==> src/core/sfs_pkg.sv <==
// package: constants and carrier types for the switch fault supervisor
// Contract
// - switch turns off automatically on thermal or overcurrent trigger only
// - a trigger while on or in retry enters fault state; sense output shows fault, not measurement
// - release needs latch select low, retry interval elapsed, all faults clear
// - thermal fault on absolute temperature limit or relative temperature limit
// - absolute fault clears after hysteresis; relative fault clears after retry interval
// - current limit reached switches channel off at once, no timer
// - short-circuit event recorded when deglitched current exceeds the limit
// - in fault state sense output drives the fault sense level
// - foldback variant halves the limit after seven consecutive fault shutdowns
// - foldback restored and count cleared on standby or clean on-off cycle
// - variant without foldback keeps its current limit fixed
// - bad limit resistor reading selects internal default current limit
// - on and off states are held through a supply load-dump transient
// - latch select high keeps switch off after fault until it goes low
// - after retry fault indication holds until output rises near supply, or until enable goes low and the switch turns off
package sfs_pkg;
  // ----------------------------------------------------------------
  // constants
  // ----------------------------------------------------------------
  localparam int unsigned CLK_MHZ = 100;
  localparam int unsigned RETRY_US = 1;
  localparam int unsigned RETRY_CYC = RETRY_US * CLK_MHZ;
  localparam int unsigned RETRY_W = 16;
  localparam logic [3:0] FOLD_COUNT = 4'h7;
  localparam logic [3:0] CNT_RESET = 4'h0;
  localparam int unsigned LIMIT_W = 12;
  localparam logic [11:0] DEFAULT_LIMIT = 12'h0_100;
  localparam logic [11:0] FAULT_SENSE_LEVEL = 12'hF_FF;
  localparam logic [11:0] SENSE_RESET = 12'h0_000;
  localparam logic [7:0] STATUS_RESET = 8'h00;
  localparam logic [7:0] MASK_RESET = 8'h00;
  localparam logic [11:0] ADDR_CTRL = 12'h0_000;
  localparam logic [11:0] ADDR_STATUS = 12'h0_004;
  localparam logic [11:0] ADDR_MASK = 12'h0_008;
  localparam logic [11:0] ADDR_STATE = 12'h0_00C;
  localparam logic [11:0] ADDR_LIMIT = 12'h0_010;
  localparam logic [11:0] LIMIT_RESET = 12'h0_200;
  // status bit positions
  localparam int unsigned ST_THERM = 0;
  localparam int unsigned ST_OVC = 1;
  localparam int unsigned ST_SHORT = 2;
  localparam int unsigned ST_FOLD = 3;
  localparam int unsigned ST_RELEASE = 4;

  // ----------------------------------------------------------------
  // types
  // ----------------------------------------------------------------
  typedef enum logic [1:0] {
    SFS_OFF = 2'b00,
    SFS_ON = 2'b01,
    SFS_FAULT = 2'b10,
    SFS_RETRY = 2'b11
  } sfs_state_t;

  typedef struct packed {
    logic abs_over;
    logic abs_below_hys;
    logic rel_over;
    logic cur_at_limit;
    logic cur_deglitched;
    logic out_near_supply;
    logic limit_res_bad;
    logic load_dump;
  } sfs_sense_t;
endpackage

==> src/core/sfs_supervisor.sv <==
// switch fault supervisor with apb status and interrupt
module sfs_supervisor
  import sfs_pkg::*;
#(
  parameter bit FOLDBACK = 1'b1
) (
  // clock and reset
  input wire logic ref_clk_in,
  input wire logic rst_n_in,
  // host pins
  input wire logic enable_in,
  input wire logic latch_sel_in,
  input wire logic standby_in,
  input wire logic sense_select_in,
  // detectors and analog readings
  input wire sfs_sense_t sense_in,
  input wire logic [11:0] measure_in,
  // apb slave
  input wire logic psel_in,
  input wire logic penable_in,
  input wire logic pwrite_in,
  input wire logic [11:0] paddr_in,
  input wire logic [31:0] pwdata_in,
  output logic [31:0] prdata_out,
  output logic pready_out,
  output logic pslverr_out,
  // switch and diagnostics
  output logic switch_on_out,
  output logic [11:0] sense_output_out,
  output logic fault_out,
  output logic [11:0] current_limit_threshold_out,
  output logic irq_out
);
  // ----------------------------------------------------------------
  // state
  // ----------------------------------------------------------------
  sfs_state_t state, next_state;
  logic therm_abs, therm_rel, ovc_flag;
  logic [3:0] fault_cnt;
  logic retry_start, retry_done;
  logic was_clean_on;
  logic [7:0] status, mask;
  logic [11:0] limit_prog;
  logic trigger, faults_clear;
  logic apb_wr, apb_rd, addr_ok;
  logic [7:0] status_ev;

  function automatic logic addr_hit(input logic [11:0] a, input logic [11:0] r);
    addr_hit = (a == r);
  endfunction

  // only thermal and overcurrent cause shutdown
  assign trigger = sense_in.abs_over | sense_in.rel_over | sense_in.cur_at_limit;
  assign faults_clear = !therm_abs && !therm_rel && !ovc_flag && !trigger;

  sfs_retry_timer u_retry (
    .ref_clk_in(ref_clk_in),
    .rst_n_in(rst_n_in),
    .start_in(retry_start),
    .expired_out(retry_done)
  );

  // ----------------------------------------------------------------
  // fault flags
  // ----------------------------------------------------------------
  always_ff @(posedge ref_clk_in) begin
    if (!rst_n_in) begin
      therm_abs <= 1'b0;
      therm_rel <= 1'b0;
      ovc_flag <= 1'b0;
    end else begin
      if (sense_in.abs_over) begin
        therm_abs <= 1'b1;
      end else if (sense_in.abs_below_hys) begin
        therm_abs <= 1'b0;
      end
      if (sense_in.rel_over) begin
        therm_rel <= 1'b1;
      end else if (retry_done) begin
        therm_rel <= 1'b0;
      end
      if (sense_in.cur_at_limit) begin
        ovc_flag <= 1'b1;
      end else if (retry_done) begin
        ovc_flag <= 1'b0;
      end
    end
  end

  // ----------------------------------------------------------------
  // state machine
  // ----------------------------------------------------------------
  // retry counter starts only on entry to fault, so it never restarts while held
  assign retry_start = (state != SFS_FAULT) && (next_state == SFS_FAULT);

  always_comb begin
    next_state = state;
    unique case (state)
      SFS_OFF: begin
        if (enable_in && !sense_in.load_dump) begin
          next_state = SFS_ON;
        end
      end
      SFS_ON: begin
        if (trigger) begin
          next_state = SFS_FAULT;
        end else if (!enable_in && !sense_in.load_dump) begin
          next_state = SFS_OFF;
        end
      end
      SFS_FAULT: begin
        // latch select high holds off even after faults clear
        if (!latch_sel_in && retry_done && faults_clear) begin
          next_state = enable_in ? SFS_RETRY : SFS_OFF;
        end
      end
      SFS_RETRY: begin
        if (trigger) begin
          next_state = SFS_FAULT;
        end else if (sense_in.out_near_supply) begin
          next_state = SFS_ON;
        end else if (!enable_in) begin
          next_state = SFS_OFF;
        end
      end
    endcase
  end

  always_ff @(posedge ref_clk_in) begin
    if (!rst_n_in) begin
      state <= SFS_OFF;
    end else begin
      state <= next_state;
    end
  end

  // ----------------------------------------------------------------
  // foldback counting
  // ----------------------------------------------------------------
  always_ff @(posedge ref_clk_in) begin
    if (!rst_n_in) begin
      fault_cnt <= CNT_RESET;
      was_clean_on <= 1'b0;
    end else if (standby_in) begin
      fault_cnt <= CNT_RESET;
      was_clean_on <= 1'b0;
    end else begin
      if (state == SFS_ON && next_state == SFS_OFF && was_clean_on) begin
        fault_cnt <= CNT_RESET;
      end else if (retry_start && fault_cnt != FOLD_COUNT) begin
        fault_cnt <= fault_cnt + 4'h1;
      end
      if (state == SFS_OFF && next_state == SFS_ON) begin
        was_clean_on <= 1'b1;
      end else if (retry_start || state == SFS_RETRY) begin
        was_clean_on <= 1'b0;
      end
    end
  end

  // ----------------------------------------------------------------
  // outputs
  // ----------------------------------------------------------------
  always_ff @(posedge ref_clk_in) begin
    if (!rst_n_in) begin
      switch_on_out <= 1'b0;
      fault_out <= 1'b0;
      sense_output_out <= SENSE_RESET;
      current_limit_threshold_out <= DEFAULT_LIMIT;
    end else begin
      switch_on_out <= (next_state == SFS_ON) || (next_state == SFS_RETRY);
      fault_out <= (next_state == SFS_FAULT) || (next_state == SFS_RETRY);
      if (next_state == SFS_FAULT || next_state == SFS_RETRY) begin
        sense_output_out <= FAULT_SENSE_LEVEL;
      end else begin
        sense_output_out <= sense_select_in ? measure_in : measure_in;
      end
      // bad resistor overrides the programmed value
      if (sense_in.limit_res_bad) begin
        current_limit_threshold_out <= DEFAULT_LIMIT;
      end else if (FOLDBACK && fault_cnt == FOLD_COUNT) begin
        current_limit_threshold_out <= {1'b0, limit_prog[11:1]};
      end else begin
        current_limit_threshold_out <= limit_prog;
      end
    end
  end

  // ----------------------------------------------------------------
  // apb registers and interrupt
  // ----------------------------------------------------------------
  assign apb_wr = psel_in && penable_in && pwrite_in;
  assign apb_rd = psel_in && penable_in && !pwrite_in;
  assign addr_ok = addr_hit(paddr_in, ADDR_CTRL) || addr_hit(paddr_in, ADDR_STATUS) ||
                   addr_hit(paddr_in, ADDR_MASK) || addr_hit(paddr_in, ADDR_STATE) ||
                   addr_hit(paddr_in, ADDR_LIMIT);

  always_ff @(posedge ref_clk_in) begin
    if (!rst_n_in) begin
      mask <= MASK_RESET;
      limit_prog <= LIMIT_RESET;
    end else if (apb_wr && pready_out) begin
      if (addr_hit(paddr_in, ADDR_MASK)) begin
        mask <= pwdata_in[7:0];
      end
      if (addr_hit(paddr_in, ADDR_LIMIT)) begin
        limit_prog <= pwdata_in[11:0];
      end
    end
  end

  // events of this cycle, one bit per status position
  always_comb begin
    status_ev = '0;
    status_ev[ST_THERM] = retry_start && (sense_in.abs_over || sense_in.rel_over);
    status_ev[ST_OVC] = retry_start && sense_in.cur_at_limit;
    status_ev[ST_SHORT] = sense_in.cur_deglitched;
    status_ev[ST_FOLD] = retry_start && fault_cnt == FOLD_COUNT - 4'h1;
    status_ev[ST_RELEASE] = state == SFS_FAULT && next_state != SFS_FAULT;
  end

  // set wins over read-clear in the clearing cycle; an event set in the first access cycle is cleared unread
  always_ff @(posedge ref_clk_in) begin
    if (!rst_n_in) begin
      status <= STATUS_RESET;
    end else if (apb_rd && pready_out && addr_hit(paddr_in, ADDR_STATUS)) begin
      status <= status_ev;
    end else begin
      status <= status | status_ev;
    end
  end

  // one wait state: pready rises after the first access cycle, drops after
  always_ff @(posedge ref_clk_in) begin
    if (!rst_n_in) begin
      pready_out <= 1'b0;
      pslverr_out <= 1'b0;
      prdata_out <= 32'h0000_0000;
      irq_out <= 1'b0;
    end else begin
      irq_out <= |(status & mask);
      pready_out <= psel_in && penable_in && !pready_out;
      pslverr_out <= psel_in && penable_in && !pready_out && !addr_ok;
      prdata_out <= 32'h0000_0000;
      if (apb_rd && !pready_out) begin
        if (addr_hit(paddr_in, ADDR_STATUS)) begin
          prdata_out <= {24'h00_0000, status};
        end else if (addr_hit(paddr_in, ADDR_MASK)) begin
          prdata_out <= {24'h00_0000, mask};
        end else if (addr_hit(paddr_in, ADDR_LIMIT)) begin
          prdata_out <= {20'h0_0000, limit_prog};
        end else if (addr_hit(paddr_in, ADDR_STATE)) begin
          prdata_out <= {12'h000, current_limit_threshold_out, fault_cnt, 2'b00, state};
        end
      end
    end
  end
endmodule

==> src/core/sfs_retry_timer.sv <==
// retry interval counter for the switch fault supervisor
module sfs_retry_timer
  import sfs_pkg::*;
(
  // clock and reset
  input wire logic ref_clk_in,
  input wire logic rst_n_in,
  // control
  input wire logic start_in,
  output logic expired_out
);
  logic [RETRY_W-1:0] count;

  // started once per shutdown; holds expired until next start
  always_ff @(posedge ref_clk_in) begin
    if (!rst_n_in) begin
      count <= '0;
      expired_out <= 1'b0;
    end else if (start_in) begin
      count <= RETRY_W'(RETRY_CYC - 1);
      expired_out <= 1'b0;
    end else if (count != '0) begin
      count <= count - 1'b1;
    end else begin
      expired_out <= 1'b1;
    end
  end
endmodule

==> config.mk <==
export PLATFORM = sky130hd
export DESIGN_NAME = sfs_supervisor
export DESIGN_NICKNAME = d
export VERILOG_FILES = /design/src/core/sfs_pkg.sv /design/src/core/sfs_supervisor.sv /design/src/core/sfs_retry_timer.sv
export SDC_FILE = /design/constraint.sdc
export NUM_CORES = 1
export LEC_CHECK = 0
export ABC_AREA = 1
export BUFFER_PORTS_ARGS = -buffer_cell sky130_fd_sc_hd__buf_2
export CORE_UTILIZATION = 51
export CTS_CLUSTER_SIZE = 16
export DETAILED_ROUTE_END_ITERATION = 7
export PLACE_DENSITY = 0.81
export RECOVER_POWER = 50
export SLEW_MARGIN = 20
export SYNTH_ARGS = -nofsm -noshare
export SYNTH_HDL_FRONTEND = slang
export SYNTH_SLANG_ARGS = --single-unit
==> constraint.sdc <==
create_clock -name ref_clk_in -period 1.6 [get_ports ref_clk_in]
set_input_delay 0.16 -clock ref_clk_in [delete_from_list [all_inputs] [get_ports ref_clk_in]]
set_output_delay 0.16 -clock ref_clk_in [all_outputs]
set_load 0.1 [all_outputs]
==> metrics list <==
* Worst vdd ir: 0.0007736 V
* Share of the yosys chip area belonging to registers: 47.42%
* Async S/R FF share, synth: 0%
- Routed length per placed instance: 12.25 um
- Among all flip-flop cells after synthesis, the most frequent one is sky130_fd_sc_hd__dfxtp_1.
- Die area: 0.008645 mm^2
- Once layout is complete, the cells apart from fillers number 805.
* Worst-path cell with the longest stage delay: sky130_fd_sc_hd__dfxtp_1
* Critical path cell sequence: ha_1, nand3_1, clkinvlp_4, o21ai_0, a21oi_1
- The floorplan has 32 rows.
* Synth Instances: 571
- The flow ran to the end, and the final reports show no timing, DRC or antenna violations.
- Worst-case hold slack: 0.03217 ns
- Crit start category: register
- In this run the static leakage power is 2.477 nW.
- Number of buffers added for setup after CTS: 0
- Crit path time final: 1.508 ns
- Number of placed I/O pins: 134
- Cell taking the most area after synthesis: sky130_fd_sc_hd__dfxtp_1
- The first global-routing pass estimated 16.13 mm of wire.
- Yosys warns: 0
- Crit end category: register
- Relative slew slack: 62.64%
- In the finished design, the share of the clock period the worst path needs comes to 94.25%.
- Total Routed Length: 9.863 mm
- For the final database, setup skew stands at 0.01133 ns.
- For this design, the sink count on the clock tree is 100.
* Number of antenna violations at the first check in global routing: 0
- Post-synthesis simple-gate area fraction: 26.50%
* Cell Area, Synth: 0.004222 mm^2
* Max-cap violations: 0
* Setup repair after global routing missed its margin: yes
- The first routing iteration left 202 violations.
- The final hold violation count was 0.
- Final ANT Viol Nets: 0
* Routed vias: 3974
* Pin count of the biggest net entering global routing: 25
* Kind of critical path: register to register
* Post-route setup slack: 0.09193 ns
* Number of vias per cell after detailed routing: 4.937
- GR Util All Layers: 23.65%
- Master cell of the clock root buffer: sky130_fd_sc_hd__clkbuf_8
- Worst path max stage delay: 0.38 ns
- Num CTS Buffers: 9
* Family with the most delay on the worst path: flip-flops
* Design Power: 0.006640 W
* XOR/XNOR share of the synthesized area: 2.282%
- Yosys attributes the largest share of cell area to sky130_fd_sc_hd__dfxtp_1 47%, sky130_fd_sc_hd__nand2_1 11%, sky130_fd_sc_hd__inv_1 6.9%.
* Fraction of the mapped netlist area in compound gates: 11.94%
* Clk_lat worst skew: 0.38 ns
- Timing analysis after detailed placement gives a worst setup slack of 0.004429 ns.
* Standard cell core area: 0.007848 mm^2
* HPWL after DPL: 7.297 mm
- For this run, the detailed router's first-pass iteration total came to 5.
- Number of slew-limit violations in the final report: 0
- Buf+Inv Stages, Crit Path: 1
* Most common cell after layout, fill and taps aside: sky130_fd_sc_hd__nand2_1
- Largest family of logic cells by synthesized area: simple AND/OR/NAND/NOR gates
* Final GP Congestion: 0.9040
- Clock-pin slew was measured on the worst setup and hold paths at 0.11 ns.
* Port bufs: 100
* Post-synthesis sequential element count: 100
- Cells with a size suffix above 1 make up 21.76% of the layout.
* Hold WC Path Type: input port to register
- The number of different library cells used by synthesis comes to 37.
- Average size of a mapped cell: 7.393 um^2
- Summing the areas of all fa, ha and maj instances in the mapped netlist gives 0.8892% of the synthesized area.
- Total placed cells including tap cells: 775
* Count of H-tree levels built during CTS: 3
* Diode insertion count for antenna repair: 0
- Data required time of the worst path: 1.88 ns
* Fraction of post-synthesis cell area in the top cell type by area: 47.42%
* Remaining DRCs: 0
* Post-synth EDFFs: 0
* Final setup vio count: 0
- Die Width: 92.98 um
- Most used cells in the layout excluding fill and tap cells: 129 x sky130_fd_sc_hd__nand2_1, 99 x sky130_fd_sc_hd__dfxtp_1, 77 x sky130_fd_sc_hd__inv_1, 70 x sky130_fd_sc_hd__nor2_1, 60 x sky130_fd_sc_hd__buf_2
* Power density over the cells: 1271 mW/mm^2
* Vias in the first global route: 3666
* Fmax: 663.1 MHz
- Actual slew at the worst max-slew pin: 0.5584 ns
- For this configuration, the core starts out at a cell density of 53.79%.
- Multiplexer cells account for 0% of the synthesized area.
* Die H: 92.98 um
- Area added between synthesis and finish: 23.71%
- At the worst endpoint, the arrival time is 1.78 ns.
- The final layout contains 774 nets.
- No sink is reached through more buffers than the 2 on the longest clock path.
- Largest driver fanout on the critical path: 15
* Sum of overflow across all layers after global routing: 0
* CTS tree: built
-- registers in the layout, summed over array words and instances, names as in the netlist, 4 cells and up --
| name | count |
|---|---|
| limit_prog | 12 |
| u_retry.count | 16 |
| mask | 8 |
| fault_cnt | 4 |
| status | 5 |
| current_limit_threshold_out | 12 |
| sense_output_out | 12 |
| prdata_out | 20 |
-- worst min-delay path, delay by kind of cell --
kind / cells / cell delay (ns)
buf+inv: 2 / 0.10
simple gates: 1 / 0.05
compound gates: 1 / 0.05
-- metal layers --
metal	global-route usage, %	part of all wire [%]
met5	0	0
met2	40.32	47
met4	7.949	1.6
met1	29.63	45
met3	5.041	6.6
-- cell families after synthesis --
logic type / count (synthesis)
AND/OR/NAND/NOR: 259
buffers and inverters: 106
flip-flops: 100
AO/OA/AOI/OAI: 91
XOR/XNOR: 11
adder cells (fa/ha/maj): 3
other: 1
-- what timing repair did --
action / CTS / global route
setup endpoints to repair: 0 / 23
resized for setup: 0 / 8
hold buffers: 14 / 0
endpoints found under the hold margin: 14 / 0
-- Yosys cell counts (all sizes together) (3+ instances only) --
library cell and number:
a211oi 6, a21oi 44, buf 18, clkbuf 6, dfxtp 100, ha 3
inv 81, nand2 131, nand3 24, nand4 8, nor2 75, nor3 14
o211ai 7, o21ai 31, or2 5, xnor2 4, xor2 7
-- cell type report --
type,instances,area (um^2)
clock buffer,9,123.9
clock inverter,7,93.84
fill,685,2625
multi-input combinational,376,1787
sequential,100,2003
inverter,82,311.5
tap,102,127.6
timing repair buffer,129,775.7
-- power breakdown --
part,switching (W),total [W],internal [W]
clock,0.00103,0.00167,0.000644
combinational,0.00140,0.00209,0.000696
sequential,0.000165,0.00288,0.00271
total,0.00259,0.00664,0.00405
-- per-stage QoR --
stage	util, %	instance area (um^2)	setup TNS [ns]
after floorplan	-	4270	0
after global placement	62.40	4897	0
after detailed placement	62.40	4897	0
after CTS	66.96	5255	0
after global routing	66.55	5223	-0.01023
final	66.55	5223	0
-- final timing paths --
| check | startpoint | to | slack [ns] | depth (start not counted) |
|---|---|---|---|---|
| worst max register to register | fault_cnt[1] | current_limit_threshold_out[5] | 0.09 | 5 |
| worst min register to register | current_limit_threshold_out[6] | prdata_out[14] | 0.43 | 2 |
| worst min-delay path | sense_in[6] | therm_abs | 0.03 | 4 |
| worst max-delay path | fault_cnt[1] | current_limit_threshold_out[5] | 0.09 | 5 |
Note: power is estimated with default switching activity, not from simulation.
